`config.mk`:
```
export PLATFORM = sky130hd
export DESIGN_NAME = agc_dev_end_flat
export DESIGN_NICKNAME = d
export VERILOG_FILES = /design/src/shared/agc_pkg.sv /design/src/shared/agc_link_if.sv /design/src/verilog/agc_dev_end.sv /design/src/flat_wrapper.sv
export SDC_FILE = /design/constraint.sdc
export NUM_CORES = 1
export LEC_CHECK = 0
export BUFFER_PORTS_ARGS = -buffer_cell sky130_fd_sc_hd__clkbuf_2
export CAP_MARGIN = 10
export CORE_MARGIN = 3
export CORE_UTILIZATION = 55
export DETAILED_ROUTE_END_ITERATION = 6
export PLACE_DENSITY = 0.78
export SETUP_SLACK_MARGIN = 0.3
export SYNTH_ARGS = -nofsm -noshare
export SYNTH_HDL_FRONTEND = slang
export SYNTH_SLANG_ARGS = --single-unit
```
`constraint.sdc`:
```
create_clock -name ref_clk_i -period 10 [get_ports ref_clk_i]
set_input_delay 1 -clock ref_clk_i [delete_from_list [all_inputs] [get_ports ref_clk_i]]
set_output_delay 1 -clock ref_clk_i [all_outputs]
set_load 0.005 [all_outputs]
```
`src/shared/agc_pkg.sv`:
```
package agc_pkg;

  // gain word layout
  localparam int          AGC_GAIN_W        = 7;
  localparam int          AGC_MAG_W         = 6;
  localparam int          AGC_SIGN_POS      = 6;
  localparam int          AGC_GAIN_SHIFT    = 12;   // one step is 1/4096
  localparam logic [6:0]  AGC_GAIN_RST      = 7'h00;
  localparam int          AGC_RES_W         = 12;

  // serial frame shape
  localparam logic [4:0]  AGC_WORD_LEN_FIELD = 5'h1E; // length minus one
  localparam int          AGC_FRAME_BITS    = 31;
  localparam int          AGC_EXTRA_BITS    = 14;
  localparam int          AGC_LONG_BITS     = 45;
  localparam int          AGC_IDLE_FALL     = 47;   // line released here
  localparam int          AGC_LEAD_ZEROS    = 19;
  localparam int          AGC_GAP_ZEROS     = 2;
  localparam int          AGC_CNT_W         = 6;

  // command word sent by the host on the command line
  localparam int          AGC_CMD_BITS      = 16;
  localparam int          AGC_CMD_WR_POS    = 15;
  localparam int          AGC_CMD_CH_POS    = 14;

  // receiver set-up of the host
  localparam logic        AGC_FALLING_EDGE_SAMPLE_SELECT = 1'b1;
  localparam logic        AGC_LOW_FRAME_POLARITY         = 1'b1;
  localparam logic        AGC_FRAME_EACH_WORD            = 1'b1;
  localparam logic        AGC_INTERNAL_FRAME_SOURCE      = 1'b1;
  localparam logic        AGC_BIT_ORDER_SELECT           = 1'b0; // msb first
  localparam logic [1:0]  AGC_FILL_TYPE                  = 2'h0; // zero fill
  localparam logic        AGC_INTERNAL_CLOCK_SOURCE      = 1'b1;

  // timing
  localparam int          AGC_REF_PERIOD_NS  = 8;
  localparam int          AGC_SCLK_PERIOD_NS = 80;
  localparam int          AGC_SCLK_HALF_CYC  =
    AGC_SCLK_PERIOD_NS / (2 * AGC_REF_PERIOD_NS);

  // host register map
  localparam logic [7:0]  AGC_REG_CTRL      = 8'h00;
  localparam logic [7:0]  AGC_REG_GAIN_CMD  = 8'h04;
  localparam logic [7:0]  AGC_REG_STATUS    = 8'h08;
  localparam logic [7:0]  AGC_REG_RES_A     = 8'h0C;
  localparam logic [7:0]  AGC_REG_RES_B     = 8'h10;
  localparam logic [7:0]  AGC_REG_RES_A2    = 8'h14;
  localparam logic [7:0]  AGC_REG_RES_B2    = 8'h18;
  localparam int          AGC_CTRL_START    = 0;
  localparam int          AGC_CTRL_LONG     = 1;
  localparam int          AGC_CTRL_RX_ON    = 2;
  localparam int          AGC_CTRL_LANE2    = 3;
  localparam int          AGC_GCMD_CH_POS   = 7;
  localparam int          AGC_STAT_BUSY     = 0;
  localparam int          AGC_STAT_DONE     = 1;
  localparam int          AGC_STAT_GPEND    = 2;

  typedef logic [6:0]         agc_gain_t;
  typedef logic signed [11:0] agc_res_t;

  typedef enum logic [1:0] {
    AGC_D_IDLE  = 2'b01,
    AGC_D_SHIFT = 2'b10
  } agc_dev_state_t;

  typedef enum logic [2:0] {
    AGC_H_IDLE = 3'b001,
    AGC_H_RUN  = 3'b010,
    AGC_H_END  = 3'b100
  } agc_host_state_t;

endpackage : agc_pkg

```
`src/shared/agc_link_if.sv`:
```
`timescale 1ns/1ps
interface agc_link_if;
  logic sclk;          // link clock made by the host
  logic frame_n;       // frame select, active low
  logic cmd;           // command line host to device
  logic line_a_drv;    // result_line_first driven value
  logic line_a_oe_n;   // low while device drives
  logic line_b_drv;    // result_line_second driven value
  logic line_b_oe_n;
  logic result_line_first;
  logic result_line_second;

  // released lines read as low
  assign result_line_first  = line_a_oe_n ? 1'b0 : line_a_drv;
  assign result_line_second = line_b_oe_n ? 1'b0 : line_b_drv;

  modport dev (
    input  sclk, frame_n, cmd,
    output line_a_drv, line_a_oe_n, line_b_drv, line_b_oe_n
  );
  modport host (
    output sclk, frame_n, cmd,
    input  result_line_first, result_line_second
  );
endinterface : agc_link_if

```
`src/verilog/agc_dev_end.sv`:
```
`timescale 1ns/1ps
module agc_dev_end
  import agc_pkg::*;
(
  // clock and reset
  input  wire logic            ref_clk_i,
  input  wire logic            arst_n_i,
  // link
  agc_link_if.dev              link,
  // sample stream from the converter core
  input  wire logic            sample_valid_i,
  output logic                 sample_ready_o,
  input  wire agc_pkg::agc_res_t sample_a_i,
  input  wire agc_pkg::agc_res_t sample_b_i,
  input  wire agc_pkg::agc_res_t offset_a_i,
  input  wire agc_pkg::agc_res_t offset_b_i,
  // gain visibility
  output agc_pkg::agc_gain_t   gain_a_o,
  output agc_pkg::agc_gain_t   gain_b_o
);
  import agc_pkg::*;

  ////////////////////////////////////////////////////////////////////////
  // link input synchronisers, three stages, change when 2 and 3 agree
  logic [2:0] s1;
  logic [2:0] s2;
  logic [2:0] s3;
  logic [2:0] filt;
  logic [2:0] filt_q;

  always_ff @(posedge ref_clk_i or negedge arst_n_i) begin
    if (!arst_n_i) begin
      s1 <= 3'h3;
      s2 <= 3'h3;
      s3 <= 3'h3;
    end else begin
      s1 <= {link.cmd, link.frame_n, link.sclk};
      s2 <= s1;
      s3 <= s2;
    end
  end

  // filtered levels and their previous values
  always_ff @(posedge ref_clk_i or negedge arst_n_i) begin
    if (!arst_n_i) begin
      filt   <= 3'h3;
      filt_q <= 3'h3;
    end else begin
      for (int i = 0; i < 3; i++) begin
        if (s2[i] == s3[i]) begin
          filt[i] <= s3[i];
        end
      end
      filt_q <= filt;
    end
  end

  logic sclk_fall;
  logic frame_start;
  logic frame_end;
  assign sclk_fall   = filt_q[0] && !filt[0] && !filt[1];
  assign frame_start = filt_q[1] && !filt[1];
  assign frame_end   = !filt_q[1] && filt[1];

  ////////////////////////////////////////////////////////////////////////
  // two-entry sample buffer
  logic [2*AGC_RES_W-1:0] buf_mem [2];
  logic                   wr_ptr;
  logic                   rd_ptr;
  logic [1:0]             buf_cnt;
  logic                   push;
  logic                   pop;

  assign sample_ready_o = (buf_cnt != 2'h2);
  assign push = sample_valid_i && sample_ready_o;
  assign pop  = frame_start && (buf_cnt != 2'h0);

  always_ff @(posedge ref_clk_i) begin
    if (push) begin
      buf_mem[wr_ptr] <= {sample_a_i - offset_a_i, sample_b_i - offset_b_i};
    end
  end

  // pointers and fill level
  always_ff @(posedge ref_clk_i or negedge arst_n_i) begin
    if (!arst_n_i) begin
      wr_ptr  <= 1'b0;
      rd_ptr  <= 1'b0;
      buf_cnt <= 2'h0;
    end else begin
      if (push) begin
        wr_ptr <= !wr_ptr;
      end
      if (pop) begin
        rd_ptr <= !rd_ptr;
      end
      buf_cnt <= buf_cnt + {1'b0, push} - {1'b0, pop};
    end
  end

  ////////////////////////////////////////////////////////////////////////
  // gain scaling with saturation
  function automatic agc_res_t agc_scale(input agc_res_t s,
                                         input agc_gain_t g);
    logic signed [AGC_RES_W+AGC_MAG_W:0]      prod;
    logic signed [AGC_RES_W+AGC_GAIN_SHIFT:0] full;
    logic signed [AGC_RES_W+AGC_GAIN_SHIFT:0] q;
    logic signed [AGC_RES_W+AGC_GAIN_SHIFT:0] hi;
    logic signed [AGC_RES_W+AGC_GAIN_SHIFT:0] lo;
    prod = 19'(s) * 19'($signed({1'b0, g[AGC_MAG_W-1:0]}));
    full = {s[AGC_RES_W-1], s, {AGC_GAIN_SHIFT{1'b0}}};
    if (g[AGC_SIGN_POS]) begin
      full = full + 25'(prod);
    end else begin
      full = full - 25'(prod);
    end
    q  = full >>> AGC_GAIN_SHIFT;
    hi = 25'sh00007FF;
    lo = -25'sh0000800;
    if (q > hi) begin
      agc_scale = 12'sh7FF;
    end else if (q < lo) begin
      agc_scale = -12'sh800;
    end else begin
      agc_scale = q[AGC_RES_W-1:0];
    end
  endfunction : agc_scale

  ////////////////////////////////////////////////////////////////////////
  // gain registers, one per channel
  agc_gain_t          gain [2];
  logic [AGC_CMD_BITS-1:0] cmd_sr;
  logic [AGC_CNT_W-1:0]    fall_cnt;
  logic                    cmd_done;

  assign cmd_done = sclk_fall && (fall_cnt == 6'(AGC_CMD_BITS - 1));

  for (genvar ch = 0; ch < 2; ch++) begin : g_gain
    always_ff @(posedge ref_clk_i or negedge arst_n_i) begin
      if (!arst_n_i) begin
        gain[ch] <= AGC_GAIN_RST;
      end else if (cmd_done && cmd_sr[AGC_CMD_WR_POS-1]
                   && (cmd_sr[AGC_CMD_CH_POS-1] == 1'(ch))) begin
        gain[ch] <= {cmd_sr[AGC_GAIN_W-2:0], filt[2]};
      end
    end
  end

  assign gain_a_o = gain[0];
  assign gain_b_o = gain[1];

  ////////////////////////////////////////////////////////////////////////
  // frame state and output shifting
  agc_dev_state_t          state;
  logic [AGC_LONG_BITS-1:0] sr_a;
  logic [AGC_LONG_BITS-1:0] sr_b;
  agc_res_t                res_a;
  agc_res_t                res_b;
  logic [2*AGC_RES_W-1:0]  head;

  assign head = buf_mem[rd_ptr];
  // each channel through its own multiplier
  assign res_a = agc_scale(head[2*AGC_RES_W-1:AGC_RES_W], gain[0]);
  assign res_b = agc_scale(head[AGC_RES_W-1:0], gain[1]);

  always_ff @(posedge ref_clk_i or negedge arst_n_i) begin
    if (!arst_n_i) begin
      state    <= AGC_D_IDLE;
      fall_cnt <= '0;
      sr_a     <= '0;
      sr_b     <= '0;
      cmd_sr   <= '0;
    end else begin
      case (state)
        AGC_D_IDLE: begin
          if (frame_start) begin
            state    <= AGC_D_SHIFT;
            fall_cnt <= '0;
            // other channel follows after two zeros
            if (pop) begin
              sr_a <= {{AGC_LEAD_ZEROS{1'b0}}, res_a,
                       {AGC_GAP_ZEROS{1'b0}}, res_b};
              sr_b <= {{AGC_LEAD_ZEROS{1'b0}}, res_b,
                       {AGC_GAP_ZEROS{1'b0}}, res_a};
            end else begin
              // no pair waiting: send zeros, not the last frame's tail
              sr_a <= '0;
              sr_b <= '0;
            end
          end
        end
        AGC_D_SHIFT: begin
          if (frame_end) begin
            state <= AGC_D_IDLE;
          end else if (sclk_fall) begin
            fall_cnt <= fall_cnt + 6'h01;
            sr_a     <= {sr_a[AGC_LONG_BITS-2:0], 1'b0};
            sr_b     <= {sr_b[AGC_LONG_BITS-2:0], 1'b0};
            if (fall_cnt < 6'(AGC_CMD_BITS)) begin
              cmd_sr <= {cmd_sr[AGC_CMD_BITS-2:0], filt[2]};
            end
          end
        end
        default: begin
          state <= AGC_D_IDLE;
        end
      endcase
    end
  end

  // lines driven in the frame until the 47th fall
  logic drive;
  assign drive = (state == AGC_D_SHIFT) && !filt[1]
                 && (fall_cnt < 6'(AGC_IDLE_FALL));

  // data straight from the shift flops; one more register would push
  // the round trip past one link clock period
  assign link.line_a_drv = sr_a[AGC_LONG_BITS-1];
  assign link.line_b_drv = sr_b[AGC_LONG_BITS-1];

  // enables registered, low while the lines are driven
  always_ff @(posedge ref_clk_i or negedge arst_n_i) begin
    if (!arst_n_i) begin
      link.line_a_oe_n <= 1'b1;
      link.line_b_oe_n <= 1'b1;
    end else begin
      link.line_a_oe_n <= !drive;
      link.line_b_oe_n <= !drive;
    end
  end

endmodule : agc_dev_end

```
`src/flat_wrapper.sv`:
```
// flat-port wrapper written by rule: the top's interface ports become plain ports
module agc_dev_end_flat import agc_pkg::*;
  (ref_clk_i, arst_n_i, sample_valid_i, sample_ready_o, sample_a_i, sample_b_i, offset_a_i, offset_b_i, gain_a_o, gain_b_o, link_sclk, link_frame_n, link_cmd, link_line_a_drv, link_line_a_oe_n, link_line_b_drv, link_line_b_oe_n);
  agc_link_if link_i ();
  input  wire logic ref_clk_i;
  input  wire logic arst_n_i;
  input  wire logic sample_valid_i;
  output logic sample_ready_o;
  input  wire agc_pkg::agc_res_t sample_a_i;
  input  wire agc_pkg::agc_res_t sample_b_i;
  input  wire agc_pkg::agc_res_t offset_a_i;
  input  wire agc_pkg::agc_res_t offset_b_i;
  output agc_pkg::agc_gain_t gain_a_o;
  output agc_pkg::agc_gain_t gain_b_o;
  input wire logic [$bits(link_i.sclk)-1:0] link_sclk;
  input wire logic [$bits(link_i.frame_n)-1:0] link_frame_n;
  input wire logic [$bits(link_i.cmd)-1:0] link_cmd;
  output wire logic [$bits(link_i.line_a_drv)-1:0] link_line_a_drv;
  output wire logic [$bits(link_i.line_a_oe_n)-1:0] link_line_a_oe_n;
  output wire logic [$bits(link_i.line_b_drv)-1:0] link_line_b_drv;
  output wire logic [$bits(link_i.line_b_oe_n)-1:0] link_line_b_oe_n;
  assign link_i.sclk = link_sclk;
  assign link_i.frame_n = link_frame_n;
  assign link_i.cmd = link_cmd;
  assign link_line_a_drv = link_i.line_a_drv;
  assign link_line_a_oe_n = link_i.line_a_oe_n;
  assign link_line_b_drv = link_i.line_b_drv;
  assign link_line_b_oe_n = link_i.line_b_oe_n;
  agc_dev_end u_core (.ref_clk_i(ref_clk_i), .arst_n_i(arst_n_i), .link(link_i), .sample_valid_i(sample_valid_i), .sample_ready_o(sample_ready_o), .sample_a_i(sample_a_i), .sample_b_i(sample_b_i), .offset_a_i(offset_a_i), .offset_b_i(offset_b_i), .gain_a_o(gain_a_o), .gain_b_o(gain_b_o));
endmodule
```
---- After elaboration in Yosys (flattened, before gate mapping) ----
Memory sizes are Yosys's and may differ from the RTL's.
Index checks and enable logic that the tools add are counted.
word-level totals
  register bits ........................... 146
  RAM bits ................................ 48
  bits of input ports ..................... 54
  output and inout port bits .............. 19
  word-level logic and storage cells ...... 97
  memories ................................ 1
operators by class
  $add $sub $neg .......................... 9
  multiply operators ...................... 2
  magnitude comparators ................... 6
  equality and inequality tests ........... 11
  multiplexer cells ....................... 25
  bitwise operators ....................... 2
  reductions and logical operators ........ 23
memories
  name            words  width  read ports  clocked after memory_dff  wr ports  RTL line           source
  u_core.buf_mem  2      24     1           0                         1         agc_dev_end.sv:67  logic [2*AGC_RES_W-1:0] buf_mem [2];
operators with widths
  kind                                                                             number
  45-bit two-way mux                                                               6
  45-bit case mux with 2 select lines                                              2
  26-bit two-way mux                                                               2
  24-bit by 19-bit adder with 25-bit output                                        2
  25-bit two-way mux                                                               2
  24-bit by 19-bit subtractor with 25-bit output                                   2
  12-bit two-way mux                                                               4
  12-bit by 7-bit multiplier with 19-bit output                                    2
  13-bit by 12-bit > comparator with 1-bit output (second input constant)          2
  13-bit by 12-bit less-than comparator with 1-bit output (second input constant)  2
  12-bit subtractor                                                                2
  6-bit two-way mux                                                                3
  1-bit logical AND                                                                12
  6-bit case mux with 2 select lines                                               1
  4-bit AND reduction                                                              2
  6-bit by 1-bit adder with 6-bit output (second input constant)                   1
  6-bit by 4-bit equality test with 1-bit output (second input constant)           1
  1-bit logical NOT                                                                6
  6-bit by 5-bit less-than comparator with 1-bit output (second input constant)    1
  6-bit less-than comparator (second input constant)                               1
  2-bit by 1-bit != test with 1-bit output (second input constant)                 3
  2-bit two-way mux                                                                2
  2-bit != test (second input constant)                                            2
  2-bit case mux with 2 select lines                                               1
  other kinds (9)                                                                  14

---- Logic depth before layout (Yosys ltp) ----
Gate-level depths: netlist of run 1.
An unclocked memory read counts as a cell.
  word-level depth ........................ 10
  gate-level depth with buffers ........... 37
  gate-level depth less buffers ........... 32

---- Worst setup path before layout of run 1 ----
OpenSTA, ideal clock, no wires.
  path kind ............................... reg2reg
  start ................................... reg u_core.rd_ptr
  end ..................................... reg u_core.sr_b[14]
  library setup time ...................... 0.126 ns
  arrival ................................. 8.296 ns
  required time ........................... 9.874 ns
  slack ................................... 1.578 ns
  cell stages (with the launch flop) ...... 34
  buffers on the path ..................... 4
  period minus slack after synthesis ...... 8.422 ns
  path through ............................ dfrtp_1 -> buf_6 -> clkbuf_1 -> mux2i_1 -> nor2b_1 -> fa_1 -> inv_1 -> fa_1 -> inv_1 -> fa_1 -> inv_1 -> fa_1 -> inv_1 -> ha_1 -> o211ai_2 -> nor2_1 -> o211ai_1 -> a31oi_1 -> o21ai_0 -> a21boi_0 -> o21ai_0 -> a21boi_0 -> mux2_2 -> or2_2 -> ha_1 -> or3_1 -> a211o_1 -> a21boi_0 -> a21o_4 -> o22ai_4 -> a311o_1 -> buf_6 -> buf_6 -> o32a_1
between the ends
  word-level cells in the longest chain between the ends .. 10
  elaborated cells on any way between the ends .. 12
  those cells by class .................... add/sub: 2; mul: 1; order compare: 2; mux: 6; memory: 1
ends and longest elaborated chain
  item                                                                                                         RTL line                                source
  start, declared                                                                                              agc_dev_end.sv:69                       logic rd_ptr;
  start signal, assigned                                                                                       agc_dev_end.sv:95                       rd_ptr <= !rd_ptr;
  memory read 2 x 24 bit (*)                                                                                   -
  12-bit by 7-bit multiplier with 19-bit output                                                                agc_dev_end.sv:110                      prod = 19'(s) * 19'($signed({1'b0, g[AGC_MAG_W-1:0]}));
  24-bit by 19-bit subtractor with 25-bit output or 24-bit by 19-bit adder with 25-bit output (tied branches)  agc_dev_end.sv:115, agc_dev_end.sv:113
  25-bit two-way mux (*)                                                                                       agc_dev_end.sv:112                      if (g[AGC_SIGN_POS]) begin
  13-bit by 12-bit less-than comparator with 1-bit output                                                      agc_dev_end.sv:122                      end else if (q < lo) begin
  12-bit two-way mux                                                                                           agc_dev_end.sv:122
  12-bit two-way mux (*)                                                                                       agc_dev_end.sv:120                      if (q > hi) begin
  26-bit two-way mux (*)                                                                                       agc_dev_end.sv:180                      if (pop) begin
  45-bit two-way mux (*)                                                                                       agc_dev_end.sv:176                      if (frame_start) begin
  45-bit case mux with 2 select lines (*)                                                                      agc_dev_end.sv:174                      case (state)
  end signal, assigned                                                                                         agc_dev_end.sv:183                      sr_b <= {{AGC_LEAD_ZEROS{1'b0}}, res_b,
  end signal, assigned                                                                                         agc_dev_end.sv:198                      sr_b <= {sr_b[AGC_LONG_BITS-2:0], 1'b0};
  end, declared                                                                                                agc_dev_end.sv:156                      logic [AGC_LONG_BITS-1:0] sr_b;
Mark *: on every way between the ends. The rest lies on a longest branch, timed or not. The select of a mux whose other input is x is not followed.
A chain may end at the register's enable or synchronous reset.

---- Worst setup path after layout of run 1 ----
  start ................................... reg u_core.rd_ptr
  end ..................................... reg u_core.sr_a[14]
between the ends
  word-level cells in the longest chain between the ends .. 10
  elaborated cells on any way between the ends .. 12
  those cells by class .................... add/sub: 2; mul: 1; order compare: 2; mux: 6; memory: 1
ends and longest elaborated chain
  item                                                                                                         RTL line                                source
  memory read 2 x 24 bit (*)                                                                                   -
  12-bit by 7-bit multiplier with 19-bit output                                                                agc_dev_end.sv:110
  24-bit by 19-bit subtractor with 25-bit output or 24-bit by 19-bit adder with 25-bit output (tied branches)  agc_dev_end.sv:115, agc_dev_end.sv:113
  25-bit two-way mux (*)                                                                                       agc_dev_end.sv:112
  13-bit by 12-bit less-than comparator with 1-bit output                                                      agc_dev_end.sv:122
  12-bit two-way mux                                                                                           agc_dev_end.sv:122
  12-bit two-way mux (*)                                                                                       agc_dev_end.sv:120
  26-bit two-way mux (*)                                                                                       agc_dev_end.sv:180
  45-bit two-way mux (*)                                                                                       agc_dev_end.sv:176
  45-bit case mux with 2 select lines (*)                                                                      agc_dev_end.sv:174
  end signal, assigned                                                                                         agc_dev_end.sv:181                      sr_a <= {{AGC_LEAD_ZEROS{1'b0}}, res_a,
  end signal, assigned                                                                                         agc_dev_end.sv:197                      sr_a <= {sr_a[AGC_LONG_BITS-2:0], 1'b0};
  end, declared                                                                                                agc_dev_end.sv:155                      logic [AGC_LONG_BITS-1:0] sr_a;
Marked as above.

==> results of run 1 <==
## critical path: cells and delay by family, from the launching register on
family          cells  cell delay [ps]
compound gates     17             3700
simple gates        2              360
fa+ha+maj           6             2940
flops               1              590
xor+xnor            1              250
buf+inv             6              580
mux                 1              410
## logic make-up (layout without fill, tap and decap cells)
| family | Yosys count | after routing | share of synthesized area, % |
|---|---|---|---|
| buffers and inverters | 306 | 362 | 6.998 |
| AO/OA/AOI/OAI | 338 | 338 | 14.11 |
| multiplexers | 61 | 61 | 4.047 |
| adder cells (fa/ha/maj) | 258 | 258 | 23.92 |
| XOR/XNOR | 60 | 60 | 3.130 |
| flip-flops | 194 | 194 | 30.44 |
| AND/OR/NAND/NOR | 594 | 594 | 17.36 |
## synth_stat cells, drive strengths merged, types with 5 or more instances
cell type / n
a2111oi: 5
a211oi: 10
a21boi: 13
a21o: 34
a21oi: 80
a221oi: 11
a31oi: 19
and2: 31
and3: 12
buf: 5
clkbuf: 56
dfrtp: 134
dfstp: 12
edfxtp: 48
fa: 106
ha: 149
inv: 245
mux2: 35
mux2i: 26
nand2: 180
nand2b: 15
nand3: 63
nor2: 120
nor2b: 108
nor3: 21
nor4: 6
o211ai: 8
o21ai: 62
o21bai: 14
o22a: 13
o22ai: 13
o31ai: 5
or2: 6
or3: 12
xnor2: 40
xor2: 20
## area by class of cell
| class | instances | area share (%) |
|---|---|---|
| Clock buffer | 17 | 2.346 |
| Clock inverter | 15 | 1.007 |
| Inverter | 245 | 5.072 |
| Timing Repair Buffer | 85 | 2.560 |
| Tap cell | 390 | 2.691 |
| Sequential cell | 194 | 28.19 |
| Multi-Input combinational cell | 1311 | 58.14 |
## worst max-delay path by stage
stage                            to  depth (start not counted)  slack [ps]           from
floorplan           u_core.sr_b[14]                         33        1580  u_core.rd_ptr
global placement     u_core.sr_a[6]                         30        1000  u_core.rd_ptr
detailed placement  u_core.sr_a[14]                         33         720  u_core.rd_ptr
CTS                 u_core.sr_a[14]                         33         680  u_core.rd_ptr
global route        u_core.sr_a[22]                         32         340  u_core.rd_ptr
finish              u_core.sr_a[14]                         33        1010  u_core.rd_ptr
## power breakdown
| part | switching (mW) | total, mW | internal (mW) |
|---|---|---|---|
| clock | 0.351 | 0.692 | 0.341 |
| combinational | 0.754 | 1.20 | 0.445 |
| sequential | 0.0923 | 1.09 | 0.998 |
## per-stage QoR
step	std cells	power [mW]	hold WS (ps)	setup slack, ps	instance area, µm²
finish	2257	2.981	359.5	1007	18130
global route	2257	3.173	366.3	342.3	18130
CTS	2257	2.981	358.1	681.2	18120
detailed placement	2225	2.282	340.9	715.8	17510
global placement	2225	2.247	334.9	995.3	17510
floorplan	1811	1.945	331.2	1578	16790
## flip-flops by register name, indices dropped and copies added, names as in the netlist
name	count
u_core.cmd_sr	15
u_core.rd_ptr	1
u_core.buf_mem	48
u_core.gain_b_o	7
u_core.gain_a_o	7
u_core.link.line_a_oe_n	1
u_core.s2	3
u_core.buf_cnt	2
u_core.fall_cnt	6
u_core.wr_ptr	1
u_core.sr_a	45
u_core.s3	3
u_core.sr_b	45
u_core.filt	3
u_core.state	2
u_core.s1	3
u_core.filt_q	2
## cell usage in the layout, fill, tap and decap left out, types with 13 or more instances in the layout
cell type  Yosys  routed
buf_4          1      13
nand3_1       63      63
nand2_1      180     180
clkbuf_2       0      71
and2_1        31      31
a21oi_1       79      79
xor2_1        20      20
xnor2_1       40      40
fa_1         106     106
a21o_1        33      33
nor2b_1      108     107
o21ai_0       58      57
edfxtp_1      48      48
a31oi_1       18      18
dfrtp_1      134     133
nor2_1       120     118
nor3_1        21      21
nand2b_1      15      15
o21bai_1      14      14
clkbuf_16      0      17
mux2_2        35      35
o22a_1        13      13
ha_1         149     149
mux2i_1       24      22
inv_1        245     245
## layer usage
| metal | global-route usage [%] | vias to the layer above | share of wire (%) |
|---|---|---|---|
| met5 | 0 | - | 0 |
| met4 | 4.298 | 0 | 1.2 |
| met3 | 3.584 | 39 | 4.2 |
| met2 | 36.71 | 274 | 47 |
| met1 | 31.84 | 6230 | 47 |
| li1 | - | 6164 | - |
==> impl_metrics.ini, run 1 <==
[status]
status = finished clean

[finish]
multiInputGateArea_mm2 = 0.01054
n_fill_cell = 2489
areaGrowthSynthToFinish_pct = 8.004
antenna_cells = 0
drive_above_1_share_pct = 10.87
nets = 2163
regArea_mm2 = 0.005111
final_util_pct = 60.69

[floorplanning]
rows = 63
dieArea_mm2 = 0.03266
top_level_ports = 73
core_area_mm2 = 0.02987
die_w_um = 180.7
die_h_um = 180.7
start_util_pct = 56.20

[yosys]
synth-edff-count = 48
yosysWarnings = 0
synth_area_per_cell_um2 = 9.270
synth_top_area_share_pct = 19.97
syn-cell-area_mm2 = 0.01679
yosys-top-cells-area = dfrtp_1, fa_1, ha_1
ys_async_sr_fraction_pct = 75.26
ys_types = 87
synth_nets = 2120
seq_area_frac_synth_pct = 30.44
ys.flop_type = dfrtp_1
synthCells = 1811
ys_seq_elements = 194
synth_top_cell_by_area = dfrtp_1

[grt]
antenna_found_initial = 0
grt_pass1_wl_um = 61800
grt_pass1_vias = 12950
grt-ovfl-total = 0
grt_max_degree = 95
grt_usage_pct = 22.37

[worst_setup_path]
slowest_delay_ps = 590
crit_path_top_delay_cell = dfrtp_2
critPathCaptureType = register
required_ps = 10320
start_kind = register
crit_path_frequent_cell = inv_1
r2r_cells = 33
reg2reg_to = u_core.sr_a[14]
ff2ff_setup_slack_ps = 1010
critPathKind = register to register
r2r-start = u_core.rd_ptr
cp.arrival_ps = 9310
critPathMaxFanout = 13

[sta]
max_freq_mhz = 111.2
max_slew.worst_pin.slew_ps = 1170
fin_crit_sh_pct = 89.93
setup_viol = 0
finalSetupTns_ps = 0
finalHoldViolCount = 0
finalMaxSlewViolations = 0
final.min_clock_period_ps = 8993
relSlewSlack_pct = 21.94
rsz0062_at_grt = no
worst_clock_skew_ps = 14.35

[clocking]
cts_resized = 0
cts_tree = yes
cts_hold_buf = 0
clk_latency_ps = 450
clk_path_buf_depth = 2
h-tree-depth = 4
cts-buffers-inserted = 17
cts-root-buf = clkbuf_16
cts_setup_buffers = 0
clk_pin_slew_ps = 80
clock-sinks = 194

[pwr]
power-per-cell-area_mw_per_mm2 = 164.4
vdd_drop_max_mv = 0.1484
p_leak_nw = 9.127

[min_path]
hold_end = u_core.s2[2]
min_path_cells = 0
hold_class = register to register
worstHoldStart = u_core.s1[2]

[route]
wl_um = 35610
wl_per_cell_um = 15.78
viasPerCell = 5.630
drt_pass1_iterations = 6
drc = 0
via_count = 12710
drt_iter0_markers = 1046
detail-route-antenna-nets = 0

[place]
port_buffers = 72
place.gp.congestion = 0.8951
place_hpwl_um = 27320

[job]
maxCapViolCount = 0
Power figures use the tool's default switching activity.
==> run 2, diff against run 1 <==
--- a/config.mk
+++ b/config.mk
@@ -9,8 +9,9 @@
 export CAP_MARGIN = 10
 export CORE_MARGIN = 3
 export CORE_UTILIZATION = 55
+export CTS_CLUSTER_SIZE = 40
 export DETAILED_ROUTE_END_ITERATION = 6
-export PLACE_DENSITY = 0.78
+export PLACE_DENSITY = 0.72
 export SETUP_SLACK_MARGIN = 0.3
 export SYNTH_ARGS = -nofsm -noshare
 export SYNTH_HDL_FRONTEND = slang
==> run 2 against run 1 <==
- non-clock buffer count grew 2
- final cell count is essentially flat
- register-to-register slack is essentially flat
- critical path type unchanged
- highest routed layer unchanged
==> impl_metrics.ini, run 2 (same netlist as run 1, synthesis figures left out) <==
[floorplanning]
top_level_ports = 73
die_w_um = 180.7
start_util_pct = 56.20
core_area_mm2 = 0.02987
die_h_um = 180.7
rows = 63
dieArea_mm2 = 0.03266

[route]
detail-route-antenna-nets = 0
viasPerCell = 5.587
drt_pass1_iterations = 5
wl_per_cell_um = 15.47
via_count = 12620
drc = 0
drt_iter0_markers = 792
wl_um = 34940

[sta]
setup_viol = 0
max_slew.worst_pin.slew_ps = 1115
holdWs_ps = 358.5
rsz0062_at_grt = no
setup_slack_ps = 1004
max_freq_mhz = 111.2
finalSetupTns_ps = 0
final.min_clock_period_ps = 8996
fin_crit_sh_pct = 89.96
finalHoldViolCount = 0
worst_clock_skew_ps = 15.47
finalMaxSlewViolations = 0
relSlewSlack_pct = 25.68

[pwr]
p_seq_share_pct = 36.4
p_total_mw = 2.982
p_int_mw = 1.840
vdd_drop_max_mv = 0.1122
p_leak_nw = 9.141
power.switching_fraction_pct = 38.31
p_clk_share_pct = 23.3
power-per-cell-area_mw_per_mm2 = 164.4
netSwitchingPower_mw = 1.143
combPwrFrac_pct = 40.4

[finish]
final_cell_mix = inv_1, nand2_1, ha_1, dfrtp_1, nor2_1
n_fill_cell = 2544
regArea_mm2 = 0.005111
largest_reg_flops = 48
multiInputGateArea_mm2 = 0.01054
top_register = u_core.buf_mem
nets = 2165
fin_cells = 2259
final_util_pct = 60.72
antenna_cells = 0
drive_above_1_share_pct = 10.81
top_regs = u_core.buf_mem (48), u_core.sr_a (45), u_core.sr_b (45)
areaGrowthSynthToFinish_pct = 8.041
layout_commonest_cell = inv_1
final_area_mm2 = 0.01814

[grt]
grt_max_degree = 87
antenna_found_initial = 0
grt_pass1_vias = 12440
grt_pass1_wl_um = 59140
grt_usage_pct = 21.37
grt-ovfl-total = 0

[job]
maxCapViolCount = 0

[worst_setup_path]
r2r-start = u_core.rd_ptr
cp_top_family = compound AO/OA/AOI/OAI gates
critPathCaptureType = register
start_kind = register
crit_path_top_delay_cell = dfrtp_2
slowest_delay_ps = 560
reg2reg_to = u_core.sr_a[14]
required_ps = 10300
critPathKind = register to register
cp_num_buf_inv = 8
ff2ff_setup_slack_ps = 1000
cp.arrival_ps = 9290
crit_path_frequent_cell = inv_1
cp_num_cells = 35
critPathMaxFanout = 11
endpoint = u_core.sr_a[14]
startpoint = u_core.rd_ptr
r2r_cells = 35

[place]
placed_cells = 2227
dpl-instance-area_mm2 = 0.01753
dp_slack_ps = 711.5
port_buffers = 72
place.gp.congestion = 0.8854
place_hpwl_um = 26770

[clocking]
cts-root-buf = clkbuf_16
clk_latency_ps = 430
cts_hold_buf = 0
cts_resized = 0
cts-buffers-inserted = 17
clock-sinks = 194
cts_tree = yes
cts_setup_buffers = 0
clk_pin_slew_ps = 70
h-tree-depth = 4
clk_path_buf_depth = 2

[min_path]
hold_class = register to register

[status]
status = finished clean
==> run 2: layout make-up <==
type	instances	share of cell area [%]
clock inverter	10	0.7450
multi-input combinational	1311	58.12
clock buffer	22	2.559
timing repair buffer	87	2.642
tap	390	2.690
inverter	245	5.070
sequential	194	28.18
==> run 2: how the worst min path moves through the flow <==
stage | startpoint | to | slack, ps | cells after the start
2_1_floorplan | u_core.s1[2] | u_core.s2[2] | 330 | 0
3_3_place_gp | u_core.s1[2] | u_core.s2[2] | 340 | 0
3_5_place_dp | u_core.s1[0] | u_core.s2[0] | 350 | 0
4_1_cts | u_core.s1[0] | u_core.s2[0] | 360 | 0
5_1_grt | u_core.s1[0] | u_core.s2[0] | 370 | 0
6_report | u_core.s1[0] | u_core.s2[0] | 360 | 0
==> run 2: per-layer routing <==
metal | vias up | GRT usage (%) | wire, µm
met2 | 268 | 34.88 | 16410
met5 | - | 0 | 0
li1 | 6186 | - | -
met1 | 6148 | 31.12 | 16970
met4 | 0 | 3.838 | 263
met3 | 20 | 2.798 | 1297
==> run 2: power groups by stage <==
stage / clock network (mW) / registers [mW] / logic, mW
final: 0.695 / 1.08 / 1.20
after floorplan: 0 / 1.07 / 0.880
after global routing: 0.743 / 1.10 / 1.33
after global placement: 0 / 1.09 / 1.17
after CTS: 0.707 / 1.08 / 1.20
after detailed placement: 0 / 1.10 / 1.19
